$ cat config.mk
export PLATFORM = sky130hd
export DESIGN_NAME = pilot_pwm_decoder
export DESIGN_NICKNAME = d
export VERILOG_FILES = /design/src/verilog/pilot_pkg.sv /design/src/verilog/pilot_pwm_decoder.sv /design/src/verilog/pilot_pwm_timer.sv
export SDC_FILE = /design/constraint.sdc
export NUM_CORES = 1
export LEC_CHECK = 0
export BUFFER_PORTS_ARGS = -buffer_cell sky130_fd_sc_hd__buf_4
export CELL_PAD_IN_SITES_DETAIL_PLACEMENT = 1
export CELL_PAD_IN_SITES_GLOBAL_PLACEMENT = 1
export CORE_MARGIN = 2
export CORE_UTILIZATION = 50
export DETAILED_ROUTE_END_ITERATION = 6
export HOLD_SLACK_MARGIN = 0.06
export PLACE_DENSITY = 0.83
export SLEW_MARGIN = 30
export SYNTH_ARGS = -nofsm -noshare
export SYNTH_HDL_FRONTEND = slang
export SYNTH_HIERARCHICAL = 1
export SYNTH_SLANG_ARGS = --single-unit
$ cat constraint.sdc
create_clock -name mclk -period 29.8 [get_ports mclk]
set_input_delay 4.47 -clock mclk [delete_from_list [all_inputs] [get_ports mclk]]
set_output_delay 4.47 -clock mclk [all_outputs]
set_load 0.01 [all_outputs]
$ cat src/verilog/pilot_pkg.sv
// constants shared by the pilot pwm decoder, the vehicle model and the bench
// assumes a 100 MHz mclk and a 10-bit adc spanning -12 V..+12 V linearly
package pilot_pkg;
   localparam int CLK_PERIOD_NS = 10;
   localparam int PWM_PERIOD_US = 1000;
   localparam int PERIOD_CYCLES = PWM_PERIOD_US * 1000 / CLK_PERIOD_NS;

   localparam int AMPS_W = 7;
   localparam int ADC_W = 10;
   localparam logic [6:0] MIN_AMPS = 7'h06;
   localparam logic [6:0] MAX_AMPS = 7'h50;
   localparam logic [6:0] BAND_SPLIT_AMPS = 7'h33;
   localparam logic [6:0] RATED_AMPS = 7'h1E;
   // duty = amps/0.6 % -> fraction amps/60
   localparam int DUTY_LO_DIV = 60;
   // duty = amps/2.5 + 64 % -> fraction (2*amps + 320)/500
   localparam int DUTY_HI_MUL = 2;
   localparam int DUTY_HI_OFS = 320;
   localparam int DUTY_HI_DIV = 500;

   // adc codes of band edges: +11, +7.5, +4, +0.5, -3, -10.5 V
   localparam logic [9:0] TH_A = 10'h3D4;
   localparam logic [9:0] TH_B = 10'h33F;
   localparam logic [9:0] TH_C = 10'h2AA;
   localparam logic [9:0] TH_D = 10'h215;
   localparam logic [9:0] TH_E = 10'h180;
   localparam logic [9:0] TH_NEG = 10'h040;

   localparam int DEBOUNCE_PERIODS = 4;

   typedef enum logic [2:0] {
      PS_A = 3'h0,
      PS_B = 3'h1,
      PS_C = 3'h2,
      PS_D = 3'h3,
      PS_E = 3'h4,
      PS_F = 3'h5
   } pilot_state_e;

   typedef enum logic [3:0] {
      CS_IDLE = 4'h1,
      CS_READY = 4'h2,
      CS_CHARGE = 4'h4,
      CS_FAULT = 4'h8
   } ctl_state_e;
endpackage

$ cat src/verilog/pilot_pwm_decoder.sv
// top of the charging_station pilot logic; adc samples arrive synchronous to mclk
`timescale 1ns/1ns
`default_nettype none
module pilot_pwm_decoder #(
   parameter int PERIOD_CYCLES = pilot_pkg::PERIOD_CYCLES,
   parameter logic [6:0] RATED = pilot_pkg::RATED_AMPS,
   parameter int DEB = pilot_pkg::DEBOUNCE_PERIODS
) (
   input wire logic mclk,
   input wire logic reset,
   input wire logic ce,
   input wire logic derate_en,
   input wire logic [pilot_pkg::AMPS_W-1:0] derate_amps,
   input wire logic sample_valid,
   input wire logic [pilot_pkg::ADC_W-1:0] sample_code,
   output logic pilot_drive,
   output logic relay_close,
   output logic fault,
   output logic [2:0] pilot_state,
   output logic state_change
);
   import pilot_pkg::*;

   localparam int PW = $clog2(PERIOD_CYCLES + 1);
   localparam int XW = PW + 10;

   initial begin
      if (DEB < 2 || DEB > 7) $error("pilot_pwm_decoder: DEB must be 2..7");
      if (PERIOD_CYCLES < 2) $error("pilot_pwm_decoder: PERIOD_CYCLES too small");
      if (RATED < MIN_AMPS || RATED > MAX_AMPS) $error("pilot_pwm_decoder: RATED out of range");
   end

   ////////////////////////////////////////////////////////////////////////
   // current setting and compare value

   wire [6:0] req_amps = (derate_en && derate_amps < RATED) ? derate_amps : RATED;
   wire [6:0] eff_amps = (req_amps < MIN_AMPS) ? MIN_AMPS :
                         (req_amps > MAX_AMPS) ? MAX_AMPS : req_amps;
   wire [XW-1:0] per_x = XW'(PERIOD_CYCLES);
   wire [XW-1:0] num_lo = per_x * XW'(eff_amps);
   wire [XW-1:0] num_hi = per_x * (XW'(DUTY_HI_MUL) * XW'(eff_amps) + XW'(DUTY_HI_OFS));
   wire [XW-1:0] cmp_lo = num_lo / XW'(DUTY_LO_DIV);
   wire [XW-1:0] cmp_hi = num_hi / XW'(DUTY_HI_DIV);
   wire [PW-1:0] compare = (eff_amps <= BAND_SPLIT_AMPS) ? cmp_lo[PW-1:0] : cmp_hi[PW-1:0];

   ////////////////////////////////////////////////////////////////////////
   // timer channel

   ctl_state_e ctl_reg;
   ctl_state_e ctl_next;
   logic period_end;
   // pwm keeps running in fault so the diode check can see the vehicle leave
   wire pwm_en = (ctl_reg != CS_IDLE);

   pilot_pwm_timer #(.PERIOD(PERIOD_CYCLES), .PW(PW)) u_timer (
      .mclk(mclk),
      .reset(reset),
      .ce(ce),
      .enable(pwm_en),
      .compare(compare),
      .drive(pilot_drive),
      .period_end(period_end)
   );

   ////////////////////////////////////////////////////////////////////////
   // per-period peak and trough of the sampled pilot

   logic [9:0] hi_reg;
   logic [9:0] lo_reg;
   logic seen_reg;
   logic chk_reg;
   wire take = ce & sample_valid;
   wire [9:0] hi_upd = (take && (!seen_reg || sample_code > hi_reg)) ? sample_code : hi_reg;
   wire [9:0] lo_upd = (take && (!seen_reg || sample_code < lo_reg)) ? sample_code : lo_reg;
   wire seen_upd = seen_reg | take;

   always_ff @(posedge mclk) begin
      if (reset) begin
         hi_reg <= '0;
         lo_reg <= '0;
         seen_reg <= 1'b0;
         chk_reg <= 1'b0;
      end else if (period_end) begin
         hi_reg <= '0;
         lo_reg <= '0;
         seen_reg <= 1'b0;
         // leaving for idle stops the pwm, so the next period has no low half to check
         chk_reg <= pwm_en & (ctl_next != CS_IDLE);
      end else if (ce) begin
         hi_reg <= hi_upd;
         lo_reg <= lo_upd;
         seen_reg <= seen_upd;
      end
   end

   ////////////////////////////////////////////////////////////////////////
   // level classification, closing sample included

   // a pwm-driven line that never reaches -10.5 V means no vehicle diode
   wire diode_bad = chk_reg & (lo_upd > TH_NEG);
   wire [2:0] cls = !seen_upd ? 3'(PS_F) :
                    (hi_upd >= TH_A) ? 3'(PS_A) :
                    diode_bad && hi_upd >= TH_D ? 3'(PS_E) :
                    (hi_upd >= TH_B) ? 3'(PS_B) :
                    (hi_upd >= TH_C) ? 3'(PS_C) :
                    (hi_upd >= TH_D) ? 3'(PS_D) :
                    (hi_upd >= TH_E) ? 3'(PS_E) : 3'(PS_F);

   ////////////////////////////////////////////////////////////////////////
   // debounce

   logic [2:0] cand_reg;
   logic [2:0] run_reg;
   logic [2:0] state_reg;
   logic change_reg;
   wire same = (cls == cand_reg);
   wire adopt = period_end & same & (run_reg == 3'(DEB - 2)) & (cls != state_reg);

   always_ff @(posedge mclk) begin
      if (reset) begin
         cand_reg <= 3'(PS_A);
         run_reg <= '0;
         state_reg <= 3'(PS_A);
         change_reg <= 1'b0;
      end else if (ce) begin
         change_reg <= adopt;
         if (period_end) begin
            cand_reg <= cls;
            run_reg <= !same ? 3'h0 : (run_reg == 3'(DEB - 1)) ? run_reg : run_reg + 3'h1;
         end
         if (adopt) begin
            state_reg <= cls;
         end
      end
   end

   assign pilot_state = state_reg;
   assign state_change = change_reg;

   ////////////////////////////////////////////////////////////////////////
   // connection control

   wire to_err = (cls == 3'(PS_E)) || (cls == 3'(PS_F));
   wire to_chg = (cls == 3'(PS_C)) || (cls == 3'(PS_D));

   always_comb begin
      ctl_next = ctl_reg;
      if (adopt) begin
         unique case (ctl_reg)
            CS_IDLE: begin
               if (to_err) ctl_next = CS_FAULT;
               else if (cls == 3'(PS_B)) ctl_next = CS_READY;
               else if (to_chg) ctl_next = CS_CHARGE;
            end
            CS_READY: begin
               if (to_err) ctl_next = CS_FAULT;
               else if (cls == 3'(PS_A)) ctl_next = CS_IDLE;
               else if (to_chg) ctl_next = CS_CHARGE;
            end
            CS_CHARGE: begin
               if (to_err) ctl_next = CS_FAULT;
               else if (cls == 3'(PS_A)) ctl_next = CS_IDLE;
               else if (cls == 3'(PS_B)) ctl_next = CS_READY;
            end
            CS_FAULT: begin
               if (cls == 3'(PS_A)) ctl_next = CS_IDLE;
            end
            default: ctl_next = CS_FAULT;
         endcase
      end
   end

   logic relay_reg;
   logic fault_reg;

   always_ff @(posedge mclk) begin
      if (reset) begin
         ctl_reg <= CS_IDLE;
         relay_reg <= 1'b0;
         fault_reg <= 1'b0;
      end else if (ce) begin
         ctl_reg <= ctl_next;
         relay_reg <= (ctl_next == CS_READY) || (ctl_next == CS_CHARGE);
         fault_reg <= (ctl_next == CS_FAULT);
      end
   end

   assign relay_close = relay_reg;
   assign fault = fault_reg;

   ////////////////////////////////////////////////////////////////////////
   // checks

   a_duty_low: assert property (@(posedge mclk) disable iff (reset)
      eff_amps <= BAND_SPLIT_AMPS |-> XW'(compare) * XW'(DUTY_LO_DIV) <= num_lo
      && XW'(compare) * XW'(DUTY_LO_DIV) + XW'(DUTY_LO_DIV) > num_lo)
      else $error("low band compare wrong");
   a_duty_high: assert property (@(posedge mclk) disable iff (reset)
      eff_amps > BAND_SPLIT_AMPS |-> XW'(compare) * XW'(DUTY_HI_DIV) <= num_hi
      && XW'(compare) * XW'(DUTY_HI_DIV) + XW'(DUTY_HI_DIV) > num_hi)
      else $error("high band compare wrong");
   a_amps_range: assert property (@(posedge mclk) disable iff (reset)
      eff_amps >= MIN_AMPS && eff_amps <= MAX_AMPS && eff_amps <= RATED)
      else $error("advertised current out of range");
   a_derate_use: assert property (@(posedge mclk) disable iff (reset)
      derate_en && derate_amps >= MIN_AMPS && derate_amps < RATED |-> eff_amps == derate_amps)
      else $error("derate request ignored");
   a_peak_track: assert property (@(posedge mclk) disable iff (reset)
      take && !period_end && seen_reg && sample_code > hi_reg |=> hi_reg == $past(sample_code))
      else $error("pilot peak not tracked");
   a_no_sample_f: assert property (@(posedge mclk) disable iff (reset)
      !seen_reg && !take |-> cls == 3'(PS_F))
      else $error("silent period not decoded as F");
   a_vent_level: assert property (@(posedge mclk) disable iff (reset)
      seen_upd && hi_upd >= TH_D && hi_upd < TH_C && !diode_bad |-> cls == 3'(PS_D))
      else $error("3 V level not decoded as D");
   a_debounce_run: assert property (@(posedge mclk) disable iff (reset)
      ce && change_reg && $past(ce) |-> $past(run_reg) == 3'(DEB - 2) && $past(period_end))
      else $error("state changed before debounce");
   a_ready_relay: assert property (@(posedge mclk) disable iff (reset)
      ce && adopt && ctl_reg == CS_IDLE && cls == 3'(PS_B) |=> relay_reg && pwm_en)
      else $error("ready level did not close relays");
   a_fault_open: assert property (@(posedge mclk) disable iff (reset)
      ce && adopt && to_err |=> !relay_reg && fault_reg)
      else $error("fault did not remove power");
endmodule
`default_nettype wire

$ cat src/verilog/pilot_pwm_timer.sv
// hardware timer channel: free-running period counter with one compare
// assumes compare never exceeds the period; compare is taken at period start
`timescale 1ns/1ns
`default_nettype none
module pilot_pwm_timer #(
   parameter int PERIOD = 100000,
   parameter int PW = 17
) (
   input wire logic mclk,
   input wire logic reset,
   input wire logic ce,
   input wire logic enable,
   input wire logic [PW-1:0] compare,
   output logic drive,
   output logic period_end
);
   initial begin
      if (PERIOD < 2 || PERIOD >= (1 << PW)) $error("pilot_pwm_timer: PERIOD does not fit PW");
   end

   logic [PW-1:0] cnt_reg;
   logic [PW-1:0] cmp_reg;
   logic drive_reg;
   wire at_end = (cnt_reg == PW'(PERIOD - 1));
   wire [PW-1:0] cnt_next = at_end ? '0 : cnt_reg + PW'(1);
   wire [PW-1:0] cmp_use = at_end ? compare : cmp_reg;

   assign period_end = ce & at_end;
   assign drive = drive_reg;

   // disabled channel holds the line at the positive level
   always_ff @(posedge mclk) begin
      if (reset) begin
         cnt_reg <= '0;
         cmp_reg <= '0;
         drive_reg <= 1'b1;
      end else if (ce) begin
         cnt_reg <= cnt_next;
         cmp_reg <= cmp_use;
         drive_reg <= ~enable | (cnt_next < cmp_use);
      end
   end

   a_period_wrap: assert property (@(posedge mclk) disable iff (reset) ce && at_end |=> cnt_reg == '0)
      else $error("period counter did not wrap");
   a_idle_level: assert property (@(posedge mclk) disable iff (reset) ce && !enable |=> drive_reg)
      else $error("disabled pilot not held high");
   a_duty_edge: assert property (@(posedge mclk) disable iff (reset)
      ce && enable && !at_end && cnt_reg >= cmp_reg |=> !drive_reg)
      else $error("pilot still high past the compare point");
endmodule
`default_nettype wire

* Yosys cells after proc, flatten, opt, wreduce, memory -nomap -nowiden *
Cells that the tools add are included.

word-level totals
  flip-flop bits (word level) = 73
  ROM bits = 0
  memory bits (writable) = 0
  latch bits = 0
  memories = 0

operators by class
  bitwise logic cells = 10
  div/mod/pow operators = 2
  $mul = 2
  reductions and logical operators = 15
  mux-type cells = 28
  equal/unequal tests = 20
  shift-type cells = 0
  add/subtract/negate cells = 3
  order comparisons = 13

operators by type and width
  kind                                                                              number
  17-bit 2-to-1 mux                                                                 3
  10-bit >= comparator, second input constant                                       4
  4-bit 2-to-1 mux                                                                  10
  27-bit by 6-bit divider with 27-bit output, second input constant                 1
  27-bit by 9-bit divider with 27-bit output, second input constant                 1
  3-bit 2-to-1 mux                                                                  8
  12-bit by 10-bit multiplier with 22-bit output, first input constant              1
  7-bit 2-to-1 mux                                                                  3
  10-bit 2-to-1 mux                                                                 2
  12-bit by 7-bit multiplier with 19-bit output, first input constant               1
  17-bit by 1-bit adder with 17-bit output, second input constant                   1
  17-bit == test, second input constant                                             1
  17-bit < comparator                                                               1
  4-bit case mux with 4 select lines                                                1
  3-bit by 2-bit == test with 1-bit output, second input constant                   4
  8-bit by 9-bit adder with 10-bit output, second input constant                    1
  10-bit by 9-bit >= comparator with 1-bit output, second input constant            1
  10-bit greater-than comparator                                                    1
  10-bit by 7-bit greater-than comparator with 1-bit output, second input constant  1
  10-bit < comparator                                                               1
  4-bit by 2-bit == test with 1-bit output, second input constant                   2
  4-bit by 3-bit == test with 1-bit output, second input constant                   2
  4-bit == test, second input constant                                              2
  4-bit by 1-bit inequality test with 1-bit output, second input constant           2
  other kinds (22)                                                                  38

* Depth between registers and ports, before layout *
Gate-level depths: netlist (run 1).

  depth in word-level cells = 21
  mapped depth = 101
  gate-level depth less buffers = 88

* By module *
Netlist (run 1), hierarchy kept.

modules (own cells, without submodules)
  module             area an instance (um^2)  cells an instance  times used
  pilot_pwm_decoder  22494.1                  3173               1
  pilot_pwm_timer    2321.0                   278                1

* Worst setup path before layout (run 1) *
OpenSTA, ideal clock, no wires.

  kind = input -> register
  from = input port derate_amps[6] (netlist bit)
  to = register u_timer.drive_reg (netlist: u_timer/drive)
  setup time = 122 ps
  required time = 29678 ps
  arrival = 23750 ps
  cell stages on the path = 83
  setup slack = 5928 ps
  cell sequence = nor2_1 > and2_1 > o21ai_0 > nor2_1 > inv_1 > ha_1 > ha_1 > ha_1 > inv_1 > fa_1 > inv_1 > ha_1 > a31oi_1 > o21bai_1 > a21oi_1 > o21bai_1 > a21oi_1 > o21bai_1 > [... 47 more ...] > a311oi_1 > o22ai_1 > or4b_4 > o211ai_2 > mux2i_1 > xnor2_2 > nand2_2 > nor3_4 > nand2b_1 > ha_1 > inv_1 > a2111oi_2 > xnor2_1 > a2111oi_0 > a41oi_1 > nand2_1 > a311oi_1 > o32a_1

on the way
  word-level cells in the longest chain between the ends = 13
  elaborated cells on any way between the ends = 17

ends and longest elaborated chain
  what                                            RTL line                 RTL
  start, declared                                 pilot_pwm_decoder.sv:13  input wire logic [pilot_pkg::AMPS_W-1:0] derate_amps,
  7-bit by 5-bit < comparator with 1-bit output   pilot_pwm_decoder.sv:36  wire [6:0] req_amps = (derate_en && derate_amps < RATED) ? derate_amps : RATED;
  1-bit logical AND                               pilot_pwm_decoder.sv:36
  7-bit 2-to-1 mux *                              pilot_pwm_decoder.sv:36
  7-bit greater-than comparator                   pilot_pwm_decoder.sv:38  (req_amps > MAX_AMPS) ? MAX_AMPS : req_amps;
  7-bit 2-to-1 mux                                pilot_pwm_decoder.sv:38
  7-bit 2-to-1 mux *                              pilot_pwm_decoder.sv:37  wire [6:0] eff_amps = (req_amps < MIN_AMPS) ? MIN_AMPS :
  8-bit by 9-bit adder with 10-bit output         pilot_pwm_decoder.sv:41  wire [XW-1:0] num_hi = per_x * (XW'(DUTY_HI_MUL) * XW'(eff_amps) + XW'(DUTY_HI_OFS));
  12-bit by 10-bit multiplier with 22-bit output  pilot_pwm_decoder.sv:41
  27-bit by 9-bit divider with 27-bit output      pilot_pwm_decoder.sv:43  wire [XW-1:0] cmp_hi = num_hi / XW'(DUTY_HI_DIV);
  17-bit 2-to-1 mux *                             pilot_pwm_decoder.sv:44  wire [PW-1:0] compare = (eff_amps <= BAND_SPLIT_AMPS) ? cmp_lo[PW-1:0] : cmp_hi[PW-1:0];
  net compare[0]                                  pilot_pwm_decoder.sv:44
  17-bit 2-to-1 mux *                             pilot_pwm_timer.sv:26    wire [PW-1:0] cmp_use = at_end ? compare : cmp_reg;
  17-bit < comparator *                           pilot_pwm_timer.sv:40    drive_reg <= ~enable | (cnt_next < cmp_use);
  1-bit OR *                                      pilot_pwm_timer.sv:40
  end signal, assigned                            pilot_pwm_timer.sv:40
  end, declared                                   pilot_pwm_timer.sv:23    logic drive_reg;

The timed path passes the listed nets; every way through them passes the cells marked *.
A chain may end at the register's enable or synchronous reset.

* Worst setup path in the final report (run 1) *
Same ends and word-level chain as after synthesis.

==> results of run 1 <==
-- final timing paths --
check	startpoint	end	cells after the start
max reg2reg	lo_reg[1]	chk_reg	26
min reg2reg	u_timer/cmp_reg[16]	u_timer/cmp_reg[16]	2
min	u_timer/cmp_reg[16]	u_timer/cmp_reg[16]	2
max	derate_amps[6]	u_timer/drive	78
-- cell usage in the layout (no fill, tap or decap), types with 53 or more instances in the layout --
| cell | n |
|---|---|
| inv_1 | 118 |
| and2_1 | 55 |
| nand2_1 | 297 |
| dfxtp_1 | 73 |
| o21ai_0 | 140 |
| a31oi_1 | 55 |
| nor2_1 | 308 |
| and3_1 | 53 |
| nor4_1 | 59 |
| nand4_1 | 80 |
| or3_1 | 55 |
| ha_1 | 164 |
| o211ai_1 | 62 |
| a21oi_1 | 216 |
| mux2i_1 | 81 |
| xnor2_1 | 157 |
| xor2_1 | 65 |
| nand3_1 | 150 |
| nor3_1 | 114 |
-- cell usage after synthesis (all sizes together) (34+ instances only) --
| master | count | share of area (%) |
|---|---|---|
| nor2 | 315 | 4.8 |
| or3 | 58 | 1.5 |
| xnor2 | 164 | 6.1 |
| mux2i | 86 | 3.5 |
| a211o | 35 | 1.2 |
| and3 | 54 | 1.4 |
| inv | 123 | 1.9 |
| or2 | 37 | 0.93 |
| xor2 | 68 | 2.5 |
| o31ai | 34 | 1.2 |
| clkbuf | 73 | 1.1 |
| nand2 | 313 | 4.9 |
| o211ai | 69 | 2.2 |
| ha | 164 | 8.3 |
| nor4 | 63 | 1.8 |
| a211oi | 67 | 2.4 |
| o21ai | 176 | 3.9 |
| nor3 | 126 | 2.8 |
| a21oi | 252 | 5.7 |
| a21o | 52 | 1.6 |
| and2 | 56 | 1.4 |
| nand4 | 82 | 2.1 |
| a31oi | 66 | 2.1 |
| nand3 | 155 | 3.2 |
| buf | 66 | 1.8 |
| dfxtp | 73 | 5.9 |
-- critical path, delay by kind of cell --
kind	cells	cell delay [ps]
AOI/OAI and AO/OA	38	12310
xor gates and xnor gates	2	410
adders and majority gates	7	2310
buffers and inverters	4	550
muxes	3	1260
and+or+nand+nor	24	6870
-- per-stage QoR --
stage / area, um^2 / std cells / hold slack, ps / setup WS (ps)
6_report: 25800 / 4058 / 452 / 1780
5_1_grt: 25800 / 4058 / 486 / 179
3_3_place_gp: 25400 / 4043 / 437 / 1550
2_1_floorplan: 24900 / 3469 / 431 / 5930
4_1_cts: 25700 / 4058 / 457 / 563
3_5_place_dp: 25400 / 4043 / 450 / 288
-- per-layer routing --
| metal | wire (um) | GRT usage, % | vias up |
|---|---|---|---|
| met2 | 47200 | 64.4 | 959 |
| met3 | 4650 | 3.71 | 257 |
| li1 | - | - | 13200 |
| met4 | 3820 | 14.6 | 0 |
| met5 | 0 | 0 | - |
| met1 | 41100 | 45.0 | 14200 |
-- logic make-up after synthesis --
family,count (synthesis),synth area share [%]
fa+ha+maj,185,9.92
simple gates,1434,30.6
other cells,2,0.0303
xor+xnor,232,8.55
flops,73,5.89
compound gates,1152,35.6
buf+inv,263,4.75
mux,110,4.63
-- area by class of cell --
class | count | share of cell area (%)
multi-input combinational | 3133 | 86.7
sequential | 73 | 5.67
tap | 664 | 3.22
inverter | 124 | 1.81
timing repair buffer | 49 | 1.43
clock buffer | 13 | 1.01
clock inverter | 2 | 0.146
==> results.cfg, run 1 <==
[status]
status = finished with violations
violations = slew limit

[layout]
n_antenna_cell = 0
seqCellArea_um2 = 1460
layout-drive-gt1-share_pct = 10.3
area_delta_synth_final_pct = 3.82
fin_nets = 3596
final_core_util_pct = 52.6
nFillCells = 6491
multi_input_area_um2 = 22300

[setup_path]
r2r_slack_ps = 23410
cp.required_ps = 30030
path_class = in -> reg
critical_path_arrival_ps = 28250
start_kind = input pin
crit_path_frequent_cell = ha_1
crit_path_end_kind = flop
cp_slowest_cell = a2111oi_0
worst_path_largest_cell_delay_ps = 700
critical_path.max_fanout = 22

[route]
ant_nets = 0
drt-total-wl_um = 96800
drt_pass1_iterations = 5
routed_via_density = 7.05
drt_iter0_drc = 1914
remaining_drc_errors = 0
wl_per_cell_um = 23.9
vias = 28600

[timing]
finalMaxSlewViolations = 24
tightest_slew_ps = 2080
finalHoldViolCount = 0
skew_ps = 8.37
max_freq_ghz = 0.0357
slew_headroom_pct = -39.2
period_needed_ps = 28020
setup_viol = 0
timing.final.crit_share_pct = 94.0
final.setup.tns_ps = 0
rsz0062_at_grt = no

[clocking]
insertion_delay_ps = 350
root_buffer = clkbuf_16
clkSinkCount = 73
post_cts_resized = 0
post_cts_buffers = 0
hold_buffers = 0
clkTransAtPathRegs_ps = 60
clk_path_buf_depth = 2
cts.htree.levels = 3
cts_tree = done
numCtsBuffers = 9

[global_routing]
grt_pass1_vias = 29000
grt_max_degree = 55
grt-ovfl-total = 0
grt_pass1_wl_um = 154000
antenna_found_initial = 0
track_usage_pct = 36.4

[die]
pin_count = 29
rows = 81
initial_core_util_pct = 50.7
die_y_um = 227
dieArea_um2 = 51400
die_x_um = 227
core-area_um2 = 49000

[synth]
ys_ff_latch = 73
yosys.cell_types.count = 155
syn_inst = 3451
syn_area_um2 = 24800
ys.flop_type = dfxtp_1
seq_area_frac_synth_pct = 5.89
synth_edf_count = 0
ys_async_sr_fraction_pct = 0
yosysWarningCount = 6
syn_area_per_cell_um2 = 7.19

[placement]
dp_hpwl_um = 76800
place_congestion = 0.996
io_buffers = 28

[job]
drv_cap = 0

[hold_path]
hold_path_class = reg -> reg
Power of run 1 is left out: the tool's default activity adds up to more than one toggle a clock period on the data nets, which glitch-free logic cannot reach.
==> run 2, diff against run 1 <==
- CORE_MARGIN: 2 -> 5
==> results.cfg, run 2 (synthesis results as in run 1) <==
[timing]
finalMaxSlewViolations = 24
slew_headroom_pct = -48.2
rsz0062_at_grt = no
setup_viol = 0
max_freq_ghz = 0.0357
finalHoldViolCount = 0
final.setup.tns_ps = 0
skew_ps = 9.96
timing.final.crit_share_pct = 94.0
period_needed_ps = 28030
tightest_slew_ps = 2220

[global_routing]
track_usage_pct = 34.1
antenna_found_initial = 0
grt-ovfl-total = 0
grt_pass1_wl_um = 156000
grt_pass1_vias = 29300
grt_max_degree = 55

[clocking]
root_buffer = clkbuf_16
clkTransAtPathRegs_ps = 60
hold_buffers = 0
clk_path_buf_depth = 2
insertion_delay_ps = 350
cts.htree.levels = 3
cts_tree = done
numCtsBuffers = 9
clkSinkCount = 73
post_cts_resized = 0
post_cts_buffers = 0

[placement]
io_buffers = 28
place_congestion = 1.01
dp_hpwl_um = 77100

[die]
core-area_um2 = 49100
die_x_um = 233
die_y_um = 233
dieArea_um2 = 54200
pin_count = 29
initial_core_util_pct = 50.6
rows = 81

[setup_path]
worst_path_largest_cell_delay_ps = 750
path_class = in -> reg
crit_path_frequent_cell = ha_1
cp.required_ps = 30030
cp_num_buf_inv = 5
cp_slowest_cell = a211oi_1
crit_path_end_kind = flop
critical_path.max_fanout = 22
crit_family = compound AO/OA/AOI/OAI gates
start_kind = input pin
critical_path_arrival_ps = 28260

[route]
wl_per_cell_um = 23.9
drt_pass1_iterations = 6
routed_via_density = 7.12
drt_iter0_drc = 2168
drt-total-wl_um = 97000
remaining_drc_errors = 0
ant_nets = 0
vias = 28900

[job]
drv_cap = 0

[layout]
most-common-layout-cells = nor2_1, nand2_1, a21oi_1, ha_1, xnor2_1
nFillCells = 6425
n_antenna_cell = 0
fin_nets = 3591
layout-drive-gt1-share_pct = 10.1
layout_commonest_cell = nor2_1
area_delta_synth_final_pct = 3.51

[hold_path]
hold_path_class = reg -> reg

[status]
status = finished with violations
violations = slew limit
-- run 2: final timing paths --
check                      startpoint                  end  slack [ps]  cells after the start
hold reg to reg   u_timer/cmp_reg[11]  u_timer/cmp_reg[11]         450                      2
setup reg to reg            lo_reg[1]              chk_reg       23310                     26
hold / removal    u_timer/cmp_reg[11]  u_timer/cmp_reg[11]         450                      2
setup / recovery       derate_amps[6]        u_timer/drive        1770                     79
-- run 2: stage by stage --
step	std cells	hold slack (ps)	area [um^2]	utilization [%]	setup slack [ps]
after floorplan	3469	431	24900	-	5930
after global placement	4038	438	25300	51.7	1410
after detailed placement	4038	451	25400	51.7	447
after CTS	4054	458	25600	52.3	699
after global routing	4054	481	25700	52.4	197
final	4054	454	25700	52.4	1770
-- run 2: final cells by class --
cell class                      count  area, um^2  share of cell area (%)
Sequential cell                    73        1460                    5.69
Clock buffer                       11         243                   0.945
Tap cell                          664         831                    3.23
Inverter                          124         465                    1.81
Multi-Input combinational cell   3133       22300                    86.9
Clock inverter                      5        31.3                   0.122
Timing Repair Buffer               44         330                    1.29
-- run 2: tightest hold or removal path, delay by kind of cell, from the launching register on --
kind,cells,cell delay (ps)
and+or+nand+nor,1,50
DFF,1,310
AOI/OAI and AO/OA,1,50
-- run 2: per-layer routing --
layer,routed length [um],vias up,track usage (%)
li1,-,13200,-
met1,40800,14300,43.1
met2,47000,1093,60.3
met3,5120,288,3.06
met4,3990,0,12.8
met5,0,-,0
Power of run 2 is left out for the same reason.
